$ cat src/dkcl_pkg.sv
// Package: constants, enums and carrier structs for the keypad configuration logic
package dkcl_pkg;
   // ****************************************
   // Register map
   // ****************************************
   localparam logic [4:0] ADDR_W = 5'd5;
   localparam logic [4:0] A_CTRL = 5'h00;
   localparam logic [4:0] A_USRDEF = 5'h01;
   localparam logic [4:0] A_INIT = 5'h02;
   localparam logic [4:0] A_CAP = 5'h03;
   localparam logic [4:0] A_ELAPSED = 5'h04;
   localparam logic [4:0] A_FAN = 5'h05;
   localparam logic [4:0] A_CLEAR = 5'h06;
   localparam logic [4:0] A_STATUS = 5'h07;
   localparam logic [4:0] A_SPEED = 5'h08;
   localparam logic [4:0] A_PEND = 5'h09;
   localparam logic [4:0] A_STORED = 5'h0A;
   localparam logic [4:0] A_ENERGY_LO = 5'h0B;
   localparam logic [4:0] A_ENERGY_HI = 5'h0C;
   localparam logic [4:0] A_PARAM = 5'h0D;
   localparam logic [4:0] A_USER = 5'h0E;
   localparam logic [4:0] A_LOGCNT = 5'h0F;
   // Control bit positions
   localparam int B_LR_EN = 0;
   localparam int B_OFF_EN = 1;
   localparam int B_IMM = 2;
   localparam int B_OPLOSS = 3;
   localparam int B_BASIS = 4;
   // Clear bits
   localparam int B_CLR_LOG = 0;
   localparam int B_CLR_ENERGY = 1;
   // Reset values
   localparam logic [4:0] CTRL_RST = 5'b1_1111;
   localparam logic [15:0] USER_INIT_CODE = 16'h1110;
   localparam logic [15:0] INIT_NONE = 16'h0000;
   localparam logic [1:0] UD_SAVE = 2'h1;
   localparam logic [1:0] UD_CLEAR = 2'h2;
   localparam logic [15:0] HOURS_MAX = 16'hFFFF;
   localparam logic [15:0] ZERO16 = 16'h0000;
   localparam logic [31:0] ZERO32 = 32'h0000_0000;
   // ****************************************
   // Timing
   // ****************************************
   localparam longint CLK_HZ = 100_000_000;
   localparam longint STORE_DELAY_S = 5;
   localparam longint STORE_DELAY_CYC = STORE_DELAY_S * CLK_HZ;
   localparam longint HOUR_S = 3600;
   localparam longint HOUR_CYC = HOUR_S * CLK_HZ;

   typedef enum logic [2:0] {
      DKCL_RUN_IDLE = 3'b001,
      DKCL_RUN_ON = 3'b010,
      DKCL_RUN_OFFSTOP = 3'b100
   } dkcl_run_e;

   typedef struct packed {
      logic [4:0] addr;
      logic [31:0] wdata;
      logic wr;
      logic rd;
   } dkcl_bus_s;

   typedef struct packed {
      logic present;
      logic lr_key;
      logic off_key;
      logic auto_key;
      logic reset_key;
      logic up_key;
      logic down_key;
      logic enter_key;
   } dkcl_keys_s;

   typedef struct packed {
      logic [4:0] ctrl;
      logic [1:0] usrdef;
      logic user_valid;
      logic [15:0] init_sel;
      logic [7:0] cap;
      logic [15:0] param;
      logic [15:0] user_store;
      logic [15:0] elapsed;
      logic [15:0] fan;
      logic [1:0] clear;
      logic [31:0] energy;
      logic [7:0] log_count;
      logic [15:0] speed;
      logic [15:0] pend;
      logic [15:0] stored;
      logic key_held;
      logic [31:0] store_cnt;
      logic store_arm;
      logic [39:0] el_cnt;
      logic [39:0] fan_cnt;
      logic local_mode;
      logic op_fault;
      dkcl_run_e run;
      logic ext_run_prev;
      logic [2:0] edge_prev;
      logic defaults_reload;
      logic [31:0] rdata;
   } dkcl_state_s;
endpackage

$ cat src/dkcl_top.sv
// Top of the keypad configuration logic: settings, run gating, timers and logs
`timescale 1ns/1ns
// Overview of operation
// - Local/remote key toggles control source only when enabled and stopped.
// - OFF key stops the drive in auto when OFF-in-auto is enabled.
// - After OFF stop, restart needs run re-assert or Auto key.
// - OFF key ignored in auto when OFF-in-auto is disabled.
// - User-default save copies parameters and offers initialize choice 1110.
// - Initialize choice 1110 restores the last user-saved parameter values.
// - Choice 1110 refused until saved; clear erases save and withdraws it.
// - Capacity code 0 to FF; a change reloads dependent defaults.
// - Immediate mode applies increase/decrease changes at once.
// - Immediate mode stores speed 5 s after last key release.
// - Deferred mode holds old speed until enter is pressed.
// - Operator-loss fault latches on keypad removal until reset key.
// - With fault disabled, removal still stops motor but raises no fault.
// - Elapsed hours count power-on or running time by the basis bit.
// - Running means run command active or output voltage applied.
// - Elapsed-hours preset loads the counter; zero clears it.
// - Separate fan-hours counter loaded by its preset.
// - Fault-log clear erases trace and history logs.
// - Energy monitors persist; cleared only by energy-clear write.
module dkcl_top #(
   parameter longint STORE_DELAY = dkcl_pkg::STORE_DELAY_CYC,
   parameter longint HOUR_CYCLES = dkcl_pkg::HOUR_CYC,
   parameter logic [7:0] CAP_DEFAULT = 8'h00
) (
   input wire logic mclk,
   input wire logic rst_n,
   input wire logic clk_en,
   input wire dkcl_pkg::dkcl_bus_s bus,
   output logic [31:0] rdata,
   input wire dkcl_pkg::dkcl_keys_s keys_pin,
   input wire logic ext_run_pin,
   input wire logic output_voltage_on,
   input wire logic fan_running,
   input wire logic energy_pulse,
   input wire logic fault_log_event,
   output logic run_enable,
   output logic local_mode,
   output logic operator_fault,
   output logic [15:0] speed_command_monitor,
   output logic defaults_reload
);
   // ****************************************
   // Pin synchronisers
   // ****************************************
   localparam int KW = $bits(dkcl_pkg::dkcl_keys_s);
   localparam dkcl_pkg::dkcl_keys_s KEYS_IDLE = '{present: 1'b1, default: 1'b0};
   logic [KW:0] sync1_q;
   logic [KW:0] sync2_q;
   dkcl_pkg::dkcl_keys_s keys;
   logic ext_run;

   // Two stages; the first stage is read only by the second
   // Reset to an attached idle keypad, else a false removal fault follows reset
   always_ff @(posedge mclk) begin
      if (!rst_n) begin
         sync1_q <= {1'b0, KEYS_IDLE};
         sync2_q <= {1'b0, KEYS_IDLE};
      end else if (clk_en) begin
         sync1_q <= {ext_run_pin, keys_pin};
         sync2_q <= sync1_q;
      end
   end
   assign keys = sync2_q[KW-1:0];
   assign ext_run = sync2_q[KW];

   // ****************************************
   // State
   // ****************************************
   dkcl_pkg::dkcl_state_s s_q;
   dkcl_pkg::dkcl_state_s s_d;
   logic running;
   logic stopped;
   logic lr_rise;
   logic off_rise;
   logic auto_rise;
   logic ext_rise;
   logic updn;

   function automatic logic [15:0] sat_inc(input logic [15:0] v);
      sat_inc = (v == dkcl_pkg::HOURS_MAX) ? v : v + 16'h0001;
   endfunction

   // Forty bits, since one hour of default clocks overflows a 32-bit count
   function automatic logic hour_tick(input logic [39:0] c);
      hour_tick = (longint'(c) >= HOUR_CYCLES - 1);
   endfunction

   // Running includes deceleration with voltage still applied
   assign running = (s_q.run == dkcl_pkg::DKCL_RUN_ON) || output_voltage_on;
   assign stopped = !running;
   assign lr_rise = keys.lr_key && !s_q.edge_prev[0];
   assign off_rise = keys.off_key && !s_q.edge_prev[1];
   assign auto_rise = keys.auto_key && !s_q.edge_prev[2];
   assign ext_rise = ext_run && !s_q.ext_run_prev;
   assign updn = keys.up_key || keys.down_key;

   // Next-state logic for all state
   always_comb begin
      s_d = s_q;
      s_d.edge_prev = {keys.auto_key, keys.off_key, keys.lr_key};
      s_d.ext_run_prev = ext_run;
      s_d.defaults_reload = 1'b0;
      s_d.rdata = dkcl_pkg::ZERO32;

      // Local/remote switch, only while stopped
      if (s_q.ctrl[dkcl_pkg::B_LR_EN] && lr_rise && stopped) begin
         s_d.local_mode = !s_q.local_mode;
      end

      // Operator-loss: latch fault or just stop
      if (!keys.present && s_q.ctrl[dkcl_pkg::B_OPLOSS]) begin
         s_d.op_fault = 1'b1;
      end else if (keys.present && keys.reset_key) begin
         s_d.op_fault = 1'b0;
      end

      // Run sequencing
      case (s_q.run)
         dkcl_pkg::DKCL_RUN_IDLE: begin
            if (ext_run && !s_q.op_fault && keys.present) begin
               s_d.run = dkcl_pkg::DKCL_RUN_ON;
            end
         end
         dkcl_pkg::DKCL_RUN_ON: begin
            if (!keys.present || s_q.op_fault) begin
               s_d.run = dkcl_pkg::DKCL_RUN_IDLE;
            end else if (off_rise && (s_q.local_mode || s_q.ctrl[dkcl_pkg::B_OFF_EN])) begin
               s_d.run = dkcl_pkg::DKCL_RUN_OFFSTOP;
            end else if (!ext_run) begin
               s_d.run = dkcl_pkg::DKCL_RUN_IDLE;
            end
         end
         dkcl_pkg::DKCL_RUN_OFFSTOP: begin
            // Held stop until the run line is cycled or Auto pressed
            if (ext_rise || (auto_rise && ext_run)) begin
               s_d.run = dkcl_pkg::DKCL_RUN_ON;
            end
         end
         default: s_d.run = dkcl_pkg::DKCL_RUN_IDLE;
      endcase

      // Keypad speed editing
      if (keys.up_key && s_q.pend != dkcl_pkg::HOURS_MAX) begin
         s_d.pend = s_q.pend + 16'h0001;
      end else if (keys.down_key && s_q.pend != dkcl_pkg::ZERO16) begin
         s_d.pend = s_q.pend - 16'h0001;
      end
      if (s_q.ctrl[dkcl_pkg::B_IMM]) begin
         s_d.speed = s_d.pend;
      end else if (keys.enter_key) begin
         s_d.speed = s_q.pend;
      end
      // Delayed store after the last key release
      s_d.key_held = updn;
      if (updn) begin
         s_d.store_arm = 1'b0;
         s_d.store_cnt = dkcl_pkg::ZERO32;
      end else if (s_q.key_held && s_q.ctrl[dkcl_pkg::B_IMM]) begin
         s_d.store_arm = 1'b1;
         s_d.store_cnt = dkcl_pkg::ZERO32;
      end else if (s_q.store_arm) begin
         if (longint'(s_q.store_cnt) >= STORE_DELAY - 1) begin
            s_d.stored = s_q.speed;
            s_d.store_arm = 1'b0;
         end else begin
            s_d.store_cnt = s_q.store_cnt + 32'h0000_0001;
         end
      end

      // Hour counters, saturating
      if (!s_q.ctrl[dkcl_pkg::B_BASIS] || running) begin
         if (hour_tick(s_q.el_cnt)) begin
            s_d.el_cnt = '0;
            s_d.elapsed = sat_inc(s_q.elapsed);
         end else begin
            s_d.el_cnt = s_q.el_cnt + 40'h00_0000_0001;
         end
      end
      if (fan_running) begin
         if (hour_tick(s_q.fan_cnt)) begin
            s_d.fan_cnt = '0;
            s_d.fan = sat_inc(s_q.fan);
         end else begin
            s_d.fan_cnt = s_q.fan_cnt + 40'h00_0000_0001;
         end
      end

      // Log and energy accumulation
      if (fault_log_event && s_q.log_count != 8'hFF) begin
         s_d.log_count = s_q.log_count + 8'h01;
      end
      if (energy_pulse) begin
         s_d.energy = s_q.energy + 32'h0000_0001;
      end

      // One-shot clears act then self-return
      if (s_q.clear[dkcl_pkg::B_CLR_LOG]) begin
         s_d.log_count = 8'h00;
         s_d.clear[dkcl_pkg::B_CLR_LOG] = 1'b0;
      end
      if (s_q.clear[dkcl_pkg::B_CLR_ENERGY]) begin
         s_d.energy = dkcl_pkg::ZERO32;
         s_d.clear[dkcl_pkg::B_CLR_ENERGY] = 1'b0;
      end

      // User-default store actions
      if (s_q.usrdef == dkcl_pkg::UD_SAVE) begin
         s_d.user_store = s_q.param;
         s_d.user_valid = 1'b1;
         s_d.usrdef = 2'h0;
      end else if (s_q.usrdef == dkcl_pkg::UD_CLEAR) begin
         s_d.user_store = dkcl_pkg::ZERO16;
         s_d.user_valid = 1'b0;
         s_d.usrdef = 2'h0;
      end
      if (s_q.init_sel == dkcl_pkg::USER_INIT_CODE) begin
         s_d.param = s_q.user_store;
         s_d.init_sel = dkcl_pkg::INIT_NONE;
      end

      // Register writes
      if (bus.wr) begin
         case (bus.addr)
            dkcl_pkg::A_CTRL: s_d.ctrl = bus.wdata[4:0];
            dkcl_pkg::A_USRDEF: s_d.usrdef = bus.wdata[1:0];
            dkcl_pkg::A_INIT: begin
               // Choice refused while nothing saved
               if (bus.wdata[15:0] != dkcl_pkg::USER_INIT_CODE || s_q.user_valid) begin
                  s_d.init_sel = bus.wdata[15:0];
               end
            end
            dkcl_pkg::A_CAP: begin
               s_d.cap = bus.wdata[7:0];
               s_d.defaults_reload = (bus.wdata[7:0] != s_q.cap);
            end
            dkcl_pkg::A_ELAPSED: begin
               s_d.elapsed = bus.wdata[15:0];
               s_d.el_cnt = '0;
            end
            dkcl_pkg::A_FAN: begin
               s_d.fan = bus.wdata[15:0];
               s_d.fan_cnt = '0;
            end
            dkcl_pkg::A_CLEAR: s_d.clear = bus.wdata[1:0];
            dkcl_pkg::A_PARAM: s_d.param = bus.wdata[15:0];
            default: ;
         endcase
      end

      // Register reads, data in the following cycle
      if (bus.rd) begin
         case (bus.addr)
            dkcl_pkg::A_CTRL: s_d.rdata = {27'h0, s_q.ctrl};
            dkcl_pkg::A_USRDEF: s_d.rdata = {30'h0, s_q.usrdef};
            dkcl_pkg::A_INIT: s_d.rdata = {16'h0, s_q.init_sel};
            dkcl_pkg::A_CAP: s_d.rdata = {24'h0, s_q.cap};
            dkcl_pkg::A_ELAPSED: s_d.rdata = {16'h0, s_q.elapsed};
            dkcl_pkg::A_FAN: s_d.rdata = {16'h0, s_q.fan};
            dkcl_pkg::A_CLEAR: s_d.rdata = {30'h0, s_q.clear};
            dkcl_pkg::A_STATUS: s_d.rdata = {25'h0, s_q.run, s_q.op_fault,
                                             s_q.local_mode, s_q.user_valid, running};
            dkcl_pkg::A_SPEED: s_d.rdata = {16'h0, s_q.speed};
            dkcl_pkg::A_PEND: s_d.rdata = {16'h0, s_q.pend};
            dkcl_pkg::A_STORED: s_d.rdata = {16'h0, s_q.stored};
            dkcl_pkg::A_ENERGY_LO: s_d.rdata = {16'h0, s_q.energy[15:0]};
            dkcl_pkg::A_ENERGY_HI: s_d.rdata = {16'h0, s_q.energy[31:16]};
            dkcl_pkg::A_PARAM: s_d.rdata = {16'h0, s_q.param};
            dkcl_pkg::A_USER: s_d.rdata = {16'h0, s_q.user_store};
            dkcl_pkg::A_LOGCNT: s_d.rdata = {24'h0, s_q.log_count};
            default: s_d.rdata = dkcl_pkg::ZERO32;
         endcase
      end
   end

   // Register all state; rst_n stands for a cold start, the only time the
   // retained energy and stored speed are zeroed besides their own clears
   always_ff @(posedge mclk) begin
      if (!rst_n) begin
         s_q <= '0;
         s_q.ctrl <= dkcl_pkg::CTRL_RST;
         s_q.cap <= CAP_DEFAULT;
         s_q.run <= dkcl_pkg::DKCL_RUN_IDLE;
      end else if (clk_en) begin
         s_q <= s_d;
      end
   end

   // ****************************************
   // Outputs
   // ****************************************
   assign rdata = s_q.rdata;
   assign run_enable = (s_q.run == dkcl_pkg::DKCL_RUN_ON) && keys.present;
   assign local_mode = s_q.local_mode;
   assign operator_fault = s_q.op_fault;
   assign speed_command_monitor = s_q.speed;
   assign defaults_reload = s_q.defaults_reload;
endmodule

$ cat config.mk
export PLATFORM = sky130hd
export DESIGN_NAME = dkcl_top
export DESIGN_NICKNAME = d
export VERILOG_FILES = /design/src/dkcl_pkg.sv /design/src/dkcl_top.sv
export SDC_FILE = /design/constraint.sdc
export NUM_CORES = 1
export LEC_CHECK = 0
export BUFFER_PORTS_ARGS = -buffer_cell sky130_fd_sc_hd__buf_4
export CAP_MARGIN = 20
export CORE_UTILIZATION = 62
export CTS_CLUSTER_SIZE = 8
export DETAILED_ROUTE_END_ITERATION = 10
export PLACE_DENSITY = 0.81
export SYNTH_ARGS = -nofsm -noshare
export SYNTH_HDL_FRONTEND = slang
export SYNTH_SLANG_ARGS = --single-unit
$ cat constraint.sdc
create_clock -name mclk -period 3.4 [get_ports mclk]
set_input_delay 0.17 -clock mclk [delete_from_list [all_inputs] [get_ports mclk]]
set_output_delay 0.17 -clock mclk [all_outputs]
set_load 0.02 [all_outputs]
### Word-level counts from Yosys, hierarchy flattened

Cells that the tools add are included.
Widths: inputs -> output; s select.

| storage, ports and cells | value |
|---|---|
| bits in registers | 360 |
| latch bits | 0 |
| memory bits (writable) | 0 |
| ROM bits | 0 |
| input bits | 55 |
| output and inout port bits | 52 |
| word-level logic and storage cells | 181 |
| memories | 0 |

| operators by class | value |
|---|---|
| $add $sub $neg | 9 |
| multipliers | 0 |
| divide/modulo/power cells | 0 |
| order comparisons | 3 |
| eq/ne operators | 31 |
| shift-type cells | 0 |
| muxes and demuxes | 55 |
| bitwise gates (word level) | 2 |
| reductions and logical operators | 52 |

Operator list:

| operator | number |
|---|---|
| $mux 16 | 20 |
| $mux 40 | 7 |
| $pmux 16 s16 | 1 |
| $mux 33 | 3 |
| $mux 32 | 3 |
| $add 40x1->40 const B | 2 |
| $ge 40x39->1 const B | 2 |
| $mux 80 | 1 |
| $add 32x1->32 const B | 2 |
| $add 16x1->16 const B | 3 |
| $eq 5x4->1 const B | 8 |
| $mux 34 | 1 |
| $eq 16x16->1 const B | 2 |
| $ge 32x29->1 const B | 1 |
| $mux 8 | 3 |
| $mux 3 | 7 |
| $eq 5x3->1 const B | 4 |
| $logic_and 1x1->1 | 17 |
| $eq 16x13->1 const B | 1 |
| $ne 16x13->1 const B | 1 |
| $ne 16x16->1 const B | 1 |
| $reduce_bool 16->1 | 1 |
| $sub 16x1->16 const B | 1 |
| $reduce_and 2->1 | 6 |
| 25 further kinds | 54 |

### Longest topological paths before layout

Gate-level depths: netlist of the first run.

| depth | value |
|---|---|
| depth after elaboration | 6 |
| mapped depth | 10 |
| gate-level depth less buffers | 9 |

### Worst setup path before layout of the first run

OpenSTA, ideal clock, no wires.

| path | value |
|---|---|
| path kind | register -> register |
| from | register s_q[174] (netlist name) |
| to | register s_q (netlist bit speed_command_monitor[4]) |
| library setup time | 0.120 ns |
| arrival time | 2.283 ns |
| required time | 3.280 ns |
| path slack | 0.997 ns |
| stages on the path, launching flop included | 9 |
| cell sequence | dfxtp_1 > buf_2 > and3_1 > nand4_4 > o21a_1 > or3b_2 > o31ai_1 > a21boi_0 > o31a_1 |

| between the ends | value |
|---|---|
| cells in the longest elaborated chain, start to end | 5 |

Ends and longest elaborated chain:

| item | RTL line | text |
|---|---|---|
| start, declared | dkcl_top.sv:72 | `dkcl_pkg::dkcl_state_s s_q;` |
| branches (longest 3 deep; another with $sub 16x1->16) | n/a |  |
| $mux 16 * | dkcl_top.sv:146 | `if (keys.up_key && s_q.pend != dkcl_pkg::HOURS_MAX) begin` |
| $mux 16 * | dkcl_top.sv:151 | `if (s_q.ctrl[dkcl_pkg::B_IMM]) begin` |

Mark *: on every way between the ends.
A chain may end at the register's enable or synchronous reset.

### Worst setup path in the final report of the first run

| path | value |
|---|---|
| from | register s_q[38] (netlist name) |
| to | register s_q[119] (netlist name) |

| between the ends | value |
|---|---|
| cells in the longest elaborated chain, start to end | 6 |

Ends and longest elaborated chain:

| item | RTL line | text |
|---|---|---|
| $eq 3x2->1 * | dkcl_top.sv:92 | `assign running = (s_q.run == dkcl_pkg::DKCL_RUN_ON) \|\| output_voltage_on;` |
| $logic_or 1x1->1 * | dkcl_top.sv:92 |  |
| $logic_or 1x1->1 * | dkcl_top.sv:174 | `if (!s_q.ctrl[dkcl_pkg::B_BASIS] \|\| running) begin` |
| $mux 40 * | dkcl_top.sv:174 |  |
| $mux 40 | dkcl_top.sv:226 | `case (bus.addr)` |
| $mux 80 * | dkcl_top.sv:225 | `if (bus.wr) begin` |

Mark *: on every way between the ends. The rest lies on a longest branch, timed or not.

==> metrics.txt, run 1 <==
# TYPE chip_impl_metric gauge
chip_impl_metric{name="core",unit="µm²"} 28900
chip_impl_metric{name="layout-area-overhead-vs-synth",unit="%"} 10.9
chip_impl_metric{name="max_freq",unit="MHz"} 351
chip_impl_metric{name="p_leak",unit="nW"} 7.24
chip_impl_metric{name="num-nets-final",unit=""} 2359
chip_impl_info{name="worstHoldStart",value="bus[2]"} 1
chip_impl_metric{name="initial_core_util",unit=""} 0.633
chip_impl_metric{name="synth_enable_flop_cells",unit=""} 0
chip_impl_info{name="worst_setup_path_end_kind",value="flop"} 1
chip_impl_metric{name="h_tree_lvls",unit=""} 2
chip_impl_metric{name="drtIter0Drc",unit=""} 2016
chip_impl_metric{name="detail-route-antenna-nets",unit=""} 0
chip_impl_metric{name="totalWireLength",unit="µm"} 55800
chip_impl_info{name="post_synth_main_area_contributors",value="dfxtp_1 (38%), nor2_1 (5.4%), nand2_1 (4.6%)"} 1
chip_impl_metric{name="gr_overflow_total",unit=""} 0
chip_impl_info{name="setup.worst_path.start_class",value="flop"} 1
chip_impl_info{name="crit-reg2reg-capture",value="s_q[119]$_SDFFE_PN0P_"} 1
chip_impl_metric{name="grt_antenna_before_repair",unit=""} 2
chip_impl_metric{name="critPathArrivalTime",unit="ns"} 3.27
chip_impl_metric{name="chipHeight",unit="µm"} 174
chip_impl_metric{name="max_slew.worst_pin.slew",unit="ns"} 1.03
chip_impl_metric{name="worst_ep_required_time",unit="ns"} 3.82
chip_impl_info{name="path_cells",value="or3b_4 -> and3_4 -> nor4_4 -> nor4b_1 -> nand4_1 -> xor2_1 -> nor2_1"} 1
chip_impl_metric{name="die_extent_in_x",unit="µm"} 174
chip_impl_metric{name="clk_path_buf_depth",unit=""} 3
chip_impl_metric{name="groute.usage.overall",unit=""} 0.364
chip_impl_metric{name="first_pass_iters",unit=""} 6
chip_impl_metric{name="period_minus_slack",unit="ns"} 2.85
chip_impl_metric{name="ioPinCount",unit=""} 107
chip_impl_metric{name="cap_viol_max_count",unit=""} 0
chip_impl_info{name="worst_hold_path_type",value="in -> reg"} 1
chip_impl_metric{name="synth.yosys.seq_area_share",unit=""} 0.377
chip_impl_metric{name="first_global_vias",unit=""} 16600
chip_impl_metric{name="timing.hold.worst_path_depth",unit=""} 3
chip_impl_metric{name="reg2reg_depth",unit=""} 7
chip_impl_metric{name="finalHoldViolations",unit=""} 0
chip_impl_metric{name="overall_die_area",unit="µm²"} 30100
chip_impl_metric{name="hold_fix_buffers_at_cts",unit=""} 24
chip_impl_metric{name="dp.final_hpwl",unit="µm"} 37900
chip_impl_metric{name="synth-seq-cells",unit=""} 344
chip_impl_metric{name="placed_cells",unit=""} 2602
chip_impl_metric{name="slowest_delay",unit="ns"} 0.70
chip_impl_metric{name="fillerInstances",unit=""} 2320
chip_impl_metric{name="drcViolationCount",unit=""} 0
chip_impl_metric{name="numPortBuffers",unit=""} 74
chip_impl_metric{name="num_cts_buffers",unit=""} 48
chip_impl_metric{name="detail_route.wl_per_cell",unit="µm"} 20.8
chip_impl_info{name="tritoncts",value="yes"} 1
chip_impl_metric{name="netlist.area_leader.share",unit=""} 0.377
chip_impl_info{name="setup_repair_after_global_routing_missed_its_margin",value="no"} 1
chip_impl_info{name="hold_path_endpoint",value="s_q[244]$_SDFFE_PN0P_"} 1
chip_impl_metric{name="drive_above_1_share",unit=""} 0.0942
chip_impl_metric{name="max-vdd-ir-drop",unit="mV"} 0.392
chip_impl_metric{name="grt_start_max_net_pins",unit=""} 102
chip_impl_metric{name="async_flop_share",unit=""} 0
chip_impl_metric{name="setup-tns-final",unit="ns"} 0
chip_impl_metric{name="route.vias.total",unit=""} 17800
chip_impl_metric{name="slew_headroom",unit=""} 0.311
chip_impl_info{name="synthFlopType",value="dfxtp_1"} 1
chip_impl_info{name="clock_tree.root_cell",value="clkbuf_16"} 1
chip_impl_metric{name="postCtsSetupBuffers",unit=""} 0
chip_impl_metric{name="fin_worst_skew",unit="ns"} 0.0271
chip_impl_metric{name="netlist_area_before_placement",unit="µm²"} 18300
chip_impl_metric{name="worstSkewPairLatency",unit="ns"} 0.56
chip_impl_info{name="timing_worst_setup_path_type",value="reg -> reg"} 1
chip_impl_metric{name="multi_input_comb_area",unit="µm²"} 10300
chip_impl_metric{name="slew_violations",unit=""} 0
chip_impl_metric{name="post_cts.resized_instances",unit=""} 0
chip_impl_metric{name="pwr_density_cell",unit="nW/µm²"} 443
chip_impl_metric{name="clk_pin_slew_worst_paths",unit="ns"} 0.05
chip_impl_metric{name="gp_congestion",unit=""} 0.961
chip_impl_metric{name="synth.yosys.warnings",unit=""} 0
chip_impl_metric{name="critical_path.max_fanout",unit=""} 8
chip_impl_metric{name="final_cycle_utilization_of_the_critical_path",unit=""} 0.837
chip_impl_metric{name="seqCellArea",unit="µm²"} 6890
chip_impl_metric{name="instances_no_fill",unit=""} 2679
chip_impl_metric{name="reg2reg_slack",unit="ns"} 0.55
chip_impl_info{name="timing.rr.start",value="s_q[38]$_SDFFE_PN0P_"} 1
chip_impl_metric{name="wire_length_of_the_first_global_routing_pass",unit="µm"} 89000
chip_impl_metric{name="clock_sink_count",unit=""} 344
chip_impl_info{name="worst_path_max_delay_cell",value="nor4b_1"} 1
chip_impl_metric{name="core.rowCount",unit=""} 62
chip_impl_info{name="outcome",value="finished clean"} 1
chip_impl_metric{name="syn_avg_cell_area",unit="µm²"} 8.02
chip_impl_metric{name="vias_per_cell",unit=""} 6.64
chip_impl_info{name="synth_area_leader_cell",value="dfxtp_1"} 1
chip_impl_metric{name="postSynthCellCount",unit=""} 2278
chip_impl_metric{name="synthDistinctLibCells",unit=""} 93
chip_impl_metric{name="report.final.setup_viol",unit=""} 0
-- stage by stage --
stage / hold WS, ns / utilization / power, mW / cell area [µm²] / worst slack [ns]
finish: 0.0168 / 0.702 / 8.96 / 20300 / 0.553
CTS: 0.000178 / 0.702 / 8.98 / 20200 / 0.636
detailed placement: 0.407 / 0.649 / 4.77 / 18700 / 0.621
global placement: 0.401 / 0.649 / 4.76 / 18700 / 0.526
floorplan: 0.298 / - / 4.59 / 18300 / 0.997
global route: 0.0219 / 0.702 / 9.21 / 20200 / 0.455
-- how the worst max path moves through the flow --
stage                     startpoint                                    end  slack (ns)  cells past startpoint
2_1_floorplan  s_q[174]$_SDFFE_PN0P_  speed_command_monitor[4]$_SDFFE_PN0P_         1.0                      8
3_3_place_gp    s_q[67]$_SDFFE_PN0P_                   s_q[69]$_SDFFE_PN0P_        0.53                      7
3_5_place_dp    s_q[38]$_SDFFE_PN0P_                  s_q[119]$_SDFFE_PN0P_        0.62                      7
4_1_cts         s_q[38]$_SDFFE_PN0P_                  s_q[119]$_SDFFE_PN0P_        0.64                      7
5_1_grt         s_q[38]$_SDFFE_PN0P_                  s_q[119]$_SDFFE_PN0P_        0.45                      7
6_report        s_q[38]$_SDFFE_PN0P_                  s_q[119]$_SDFFE_PN0P_        0.55                      7
-- worst max-delay path, delay by kind of cell (launching register included) --
| family | cells | cell delay [ns] |
|---|---|---|
| AND/OR/NAND/NOR | 6 | 2.06 |
| XOR/XNOR | 1 | 0.17 |
| flip-flops | 1 | 0.50 |
-- metal layers --
layer | wire length, µm | GRT usage
met5 | 0 | 0
met4 | 2590 | 0.170
met3 | 5690 | 0.0730
met2 | 25100 | 0.582
met1 | 22400 | 0.473
-- layout make-up --
class                      instances  share of cell area
multi-input combinational       1718               0.509
sequential                       344               0.340
clock buffer                      50              0.0618
timing repair buffer             145              0.0577
tap                              384              0.0237
inverter                          35             0.00661
clock inverter                     1            0.000803
antenna                            2            0.000247
-- layout by cell type (no fill, tap or decap), types with 42 or more instances in the layout --
master and count:
nand4_1 74, xor2_1 73, mux2i_1 63, buf_4 119, and3_1 42, nor3_1 55, nor2_1 263, o21ai_0 104
dfxtp_1 344, xnor2_1 47, a22oi_1 101, nand2_1 223, clkbuf_16 50, nand3_1 125, a21oi_1 123
-- cells by family (layout without fill, tap and decap cells) --
kind of cell | count (synthesis) | in the layout | share of synthesized area
mux | 64 | 64 | 0.0351
simple gates | 976 | 976 | 0.268
buf+inv | 231 | 231 | 0.0620
other cells | 1 | 18 | 0.000205
flops | 344 | 344 | 0.377
compound gates | 530 | 530 | 0.192
xor+xnor | 120 | 120 | 0.0575
fa+ha+maj | 12 | 12 | 0.00822
-- registers in the layout, summed over array words and instances, names as in the netlist --
register,count
defaults_reload,1
local_mode,1
operator_fault,1
rdata,16
s_q,291
speed_command_monitor,16
sync1_q,9
sync2_q,9
-- synthesized netlist by cell type, types with 20 or more instances --
cell / n
o21ai_0: 104
xnor2_1: 47
a31oi_1: 25
o22ai_1: 24
and3_1: 42
and2_1: 22
mux2i_1: 63
buf_4: 48
or3_1: 32
nand3_1: 125
a22oi_1: 101
a21oi_1: 123
nor4_1: 36
nand2_1: 223
inv_1: 34
clkbuf_1: 114
nor3_1: 56
xor2_1: 73
nand4_1: 74
dfxtp_1: 344
nor2_1: 264
a211oi_1: 20
-- power breakdown --
group	leakage (nW)	switching (mW)	internal [mW]
Combinational	3.84	0.385	0.186
Clock	0.623	1.67	2.55
Sequential	2.78	0.0768	4.09
No activity file was read; power rests on OpenSTA's default activity.
==> inputs of run 2 (changes only) <==
- ABC_AREA: default -> 1
- CORE_UTILIZATION: 62 -> 63
- PLACE_DENSITY: 0.81 -> 0.82
- clock period: 3.4 -> 2.7 ns (I/O delays scaled with it)
==> run 2 against run 1 <==
Effect of this change:
- design area increased by 15%
- final cell count increased by 39%
- sequential power increased by 27%
- worst hold slack improved by 0.072 ns
- fmax increased by 18%
- synthesized cell count increased by 43%
- clock skew decreased by 0.015 ns
- clock power increased by 26%
- global-route usage increased by 1.5 points
- critical endpoint is now s_q[157]$_SDFFE_PN0P_
- combinational power increased by 100%
- via count increased by 26%
==> metrics.txt, run 2 <==
# TYPE chip_impl_metric gauge
chip_impl_info{name="outcome",value="finished clean"} 1
chip_impl_metric{name="gr_overflow_total",unit=""} 0
chip_impl_metric{name="clk_path_buf_depth",unit=""} 3
chip_impl_metric{name="p_comb_frac",unit=""} 0.097
chip_impl_metric{name="synth_compound_gate_area_share",unit=""} 0.174
chip_impl_metric{name="detail_route.wl_per_cell",unit="µm"} 17.7
chip_impl_metric{name="gp_congestion",unit=""} 0.998
chip_impl_info{name="netlist_top_cells_count",value="nand2_1 (790), inv_1 (345), dfxtp_1 (344), a21oi_1 (330), nor2_1 (276)"} 1
chip_impl_metric{name="largest_register_ffs",unit=""} 291
chip_impl_metric{name="syn_avg_cell_area",unit="µm²"} 6.51
chip_impl_metric{name="final_cycle_utilization_of_the_critical_path",unit=""} 0.890
chip_impl_metric{name="synth.yosys.seq_area_share",unit=""} 0.324
chip_impl_metric{name="period_minus_slack",unit="ns"} 2.40
chip_impl_metric{name="worst_ep_required_time",unit="ns"} 3.15
chip_impl_metric{name="intPower",unit="mW"} 8.67
chip_impl_metric{name="max_freq",unit="MHz"} 416
chip_impl_metric{name="antenna_cells",unit=""} 0
chip_impl_metric{name="setup-tns-final",unit="ns"} 0
chip_impl_metric{name="groute.usage.overall",unit=""} 0.380
chip_impl_metric{name="netlist.area_leader.share",unit=""} 0.324
chip_impl_info{name="setup_repair_after_global_routing_missed_its_margin",value="no"} 1
chip_impl_metric{name="num-nets-final",unit=""} 3354
chip_impl_info{name="largest_register",value="s_q"} 1
chip_impl_metric{name="critical_path.max_fanout",unit=""} 20
chip_impl_metric{name="power.clock.fraction",unit=""} 0.453
chip_impl_info{name="combinational_family_with_the_most_area_after_synthesis",value="simple AND/OR/NAND/NOR gates"} 1
chip_impl_metric{name="route.vias.total",unit=""} 22500
chip_impl_metric{name="synthDistinctLibCells",unit=""} 58
chip_impl_metric{name="postSynthCellCount",unit=""} 3266
chip_impl_info{name="worstHoldStart",value="bus[1]"} 1
chip_impl_metric{name="dp.final_hpwl",unit="µm"} 47300
chip_impl_metric{name="chipHeight",unit="µm"} 186
chip_impl_metric{name="drcViolationCount",unit=""} 0
chip_impl_metric{name="num_cts_buffers",unit=""} 48
chip_impl_metric{name="h_tree_lvls",unit=""} 2
chip_impl_metric{name="timing.hold.ws",unit="ns"} 0.0890
chip_impl_metric{name="drtIter0Drc",unit=""} 2558
chip_impl_metric{name="totalWireLength",unit="µm"} 66100
chip_impl_metric{name="clk_pin_slew_worst_paths",unit="ns"} 0.05
chip_impl_metric{name="synth_enable_flop_cells",unit=""} 0
chip_impl_metric{name="slew_violations",unit=""} 0
chip_impl_metric{name="numPortBuffers",unit=""} 74
chip_impl_metric{name="area_share_of_and_or_nand_nor_cells_after_synthesis",unit=""} 0.341
chip_impl_metric{name="postCtsSetupBuffers",unit=""} 0
chip_impl_metric{name="pwr_density_cell",unit="nW/µm²"} 504
chip_impl_metric{name="initial_core_util",unit=""} 0.647
chip_impl_metric{name="ioPinCount",unit=""} 107
chip_impl_metric{name="grt_antenna_before_repair",unit=""} 0
chip_impl_metric{name="seqPwrFrac",unit=""} 0.450
chip_impl_metric{name="reg2reg_slack",unit="ns"} 0.30
chip_impl_metric{name="netSwitchingPower",unit="mW"} 3.06
chip_impl_metric{name="finalHoldViolations",unit=""} 0
chip_impl_metric{name="core.rowCount",unit=""} 66
chip_impl_metric{name="drive_above_1_share",unit=""} 0.0904
chip_impl_metric{name="reg2reg_depth",unit=""} 13
chip_impl_info{name="worst_hold_path_type",value="in -> reg"} 1
chip_impl_info{name="yosys.cell_count.top_type",value="nand2_1"} 1
chip_impl_metric{name="cap_viol_max_count",unit=""} 0
chip_impl_metric{name="clock_sink_count",unit=""} 344
chip_impl_metric{name="max-vdd-ir-drop",unit="mV"} 0.462
chip_impl_metric{name="core",unit="µm²"} 32900
chip_impl_metric{name="post_synth_fa_ha_maj_area_fraction",unit=""} 0.00706
chip_impl_info{name="setup.worst_path.start_class",value="flop"} 1
chip_impl_info{name="final_common_cell",value="nand2_1"} 1
chip_impl_metric{name="muxShareOfSynthArea",unit=""} 0
chip_impl_info{name="timing.rr.start",value="s_q[123]$_SDFFE_PN0P_"} 1
chip_impl_info{name="crit-reg2reg-capture",value="s_q[157]$_SDFFE_PN0P_"} 1
chip_impl_metric{name="seqCellArea",unit="µm²"} 6890
chip_impl_metric{name="worstSkewPairLatency",unit="ns"} 0.57
chip_impl_metric{name="overall_die_area",unit="µm²"} 34500
chip_impl_metric{name="netlist_area_before_placement",unit="µm²"} 21300
chip_impl_metric{name="synth-seq-cells",unit=""} 344
chip_impl_info{name="worst_setup_path_end_kind",value="flop"} 1
chip_impl_metric{name="vias_per_cell",unit=""} 6.02
chip_impl_metric{name="grt_start_max_net_pins",unit=""} 120
chip_impl_metric{name="report.final.setup_viol",unit=""} 0
chip_impl_metric{name="die_extent_in_x",unit="µm"} 186
chip_impl_info{name="post_synth_main_area_contributors",value="dfxtp_1 (32%), nand2_1 (14%), a21oi_1 (7.8%)"} 1
chip_impl_info{name="clock_tree.root_cell",value="clkbuf_16"} 1
chip_impl_metric{name="detail-route-antenna-nets",unit=""} 0
chip_impl_info{name="layout.cells.most_common_list",value="nand2_1 (790), dfxtp_1 (344), inv_1 (343)"} 1
chip_impl_metric{name="fin_worst_skew",unit="ns"} 0.0125
chip_impl_metric{name="async_flop_share",unit=""} 0
chip_impl_metric{name="first_pass_iters",unit=""} 7
chip_impl_info{name="synthFlopType",value="dfxtp_1"} 1
chip_impl_info{name="timing_worst_setup_path_type",value="reg -> reg"} 1
chip_impl_metric{name="synth.yosys.warnings",unit=""} 0
chip_impl_metric{name="wire_length_of_the_first_global_routing_pass",unit="µm"} 105000
chip_impl_metric{name="slew_headroom",unit=""} 0.433
chip_impl_metric{name="multi_input_comb_area",unit="µm²"} 12000
chip_impl_info{name="hold_path_endpoint",value="s_q[121]$_SDFFE_PN0P_"} 1
chip_impl_info{name="tritoncts",value="yes"} 1
chip_impl_metric{name="max_slew.worst_pin.slew",unit="ns"} 0.850
chip_impl_metric{name="p_leak",unit="nW"} 8.73
chip_impl_metric{name="timing.hold.worst_path_depth",unit=""} 4
chip_impl_metric{name="power.share.switching",unit=""} 0.261
chip_impl_metric{name="critPathArrivalTime",unit="ns"} 2.85
chip_impl_metric{name="first_global_vias",unit=""} 20200
chip_impl_metric{name="layout-area-overhead-vs-synth",unit="%"} 9.41
chip_impl_metric{name="synth_xor_area_frac",unit=""} 0.0395
chip_impl_metric{name="fillerInstances",unit=""} 2880
chip_impl_info{name="synth_area_leader_cell",value="dfxtp_1"} 1
run 2: cell types whose count changed in the layout (fill, tap and decap cells not counted), moves of 26 or more:
cell,before,now
nand2_1,223,790
o21ai_0,104,148
nand3_1,125,212
a21oi_1,123,330
o211ai_1,19,58
a22oi_1,101,0
xnor2_1,47,21
nor3_1,55,95
or3_1,32,0
and3_1,42,2
inv_1,33,343
mux2i_1,63,0
run 2: worst max-delay path, cell delays in order, from the launching register on:
cell and delay, ns:
dfxtp_1 0.35, ha_1 0.25, nand3_1 0.18, inv_1 0.06
nand2_1 0.16, inv_2 0.04, nand4_1 0.06, nand3_1 0.10
nand2_1 0.09, nand2_2 0.09, nand2_1 0.21, clkinvlp_4 0.34
o21ai_0 0.30, a21oi_1 0.06
run 2: what timing repair did:
| item | CTS | global route |
|---|---|---|
| gates resized for setup | 0 | 1 |
| endpoints found under the hold margin | 45 | 0 |
| setup endpoints to repair | 0 | 4 |
| hold buffers | 28 | 0 |
run 2: cell families (layout without fill, tap and decap cells):
kind of cell	Yosys count	count (layout)
AO/OA/AOI/OAI	655	655
other	1	16
adder cells (fa/ha/maj)	12	12
buffers and inverters	563	568
flip-flops	344	344
AND/OR/NAND/NOR	1595	1595
XOR/XNOR	96	96
run 2: power groups by stage:
stage	sequential (mW)	clock (mW)	combinational (mW)
2_1_floorplan	5.33	0	0.808
6_report	5.28	5.31	1.14
3_5_place_dp	5.38	0	1.07
3_3_place_gp	5.37	0	1.05
5_1_grt	5.29	5.55	1.24
4_1_cts	5.28	5.35	1.11
run 2: area by class of cell:
class                      instances  area share
multi-input combinational       2374       0.516
clock buffer                      49      0.0527
sequential                       344       0.296
inverter                         377      0.0616
tap                              442      0.0238
timing repair buffer             142      0.0504
run 2: per-stage QoR:
stage,util,worst slack [ns],cells,power [mW],cell area (µm²)
finish,0.708,0.296,3728,11.7,23300
global route,0.708,0.0530,3728,12.1,23300
CTS,0.708,0.282,3728,11.7,23300
detailed placement,0.662,0.327,3651,6.45,21800
global placement,0.662,0.447,3651,6.43,21800
floorplan,-,0.816,3281,6.14,21300
run 2: how the worst max path moves through the flow:
| stage | slack (ns) | depth (start not counted) | from | end |
|---|---|---|---|---|
| 2_1_floorplan | 0.82 | 12 | s_q[42]$_SDFFE_PN0P_ | s_q[76]$_SDFFE_PN0P_ |
| 5_1_grt | 0.05 | 13 | s_q[123]$_SDFFE_PN0P_ | s_q[168]$_SDFFE_PN0P_ |
| 3_3_place_gp | 0.45 | 13 | s_q[123]$_SDFFE_PN0P_ | s_q[156]$_SDFFE_PN0P_ |
| 3_5_place_dp | 0.33 | 13 | s_q[123]$_SDFFE_PN0P_ | s_q[157]$_SDFFE_PN0P_ |
| 6_report | 0.30 | 13 | s_q[123]$_SDFFE_PN0P_ | s_q[157]$_SDFFE_PN0P_ |
| 4_1_cts | 0.28 | 13 | s_q[123]$_SDFFE_PN0P_ | s_q[157]$_SDFFE_PN0P_ |
run 2: metal layers:
| layer | up-vias | track usage | wire [µm] |
|---|---|---|---|
| li1 | 10800 | - | - |
| met1 | 10300 | 0.508 | 28000 |
| met2 | 1132 | 0.594 | 29000 |
| met3 | 189 | 0.0640 | 6340 |
| met4 | 0 | 0.178 | 2760 |
| met5 | - | 0 | 0 |
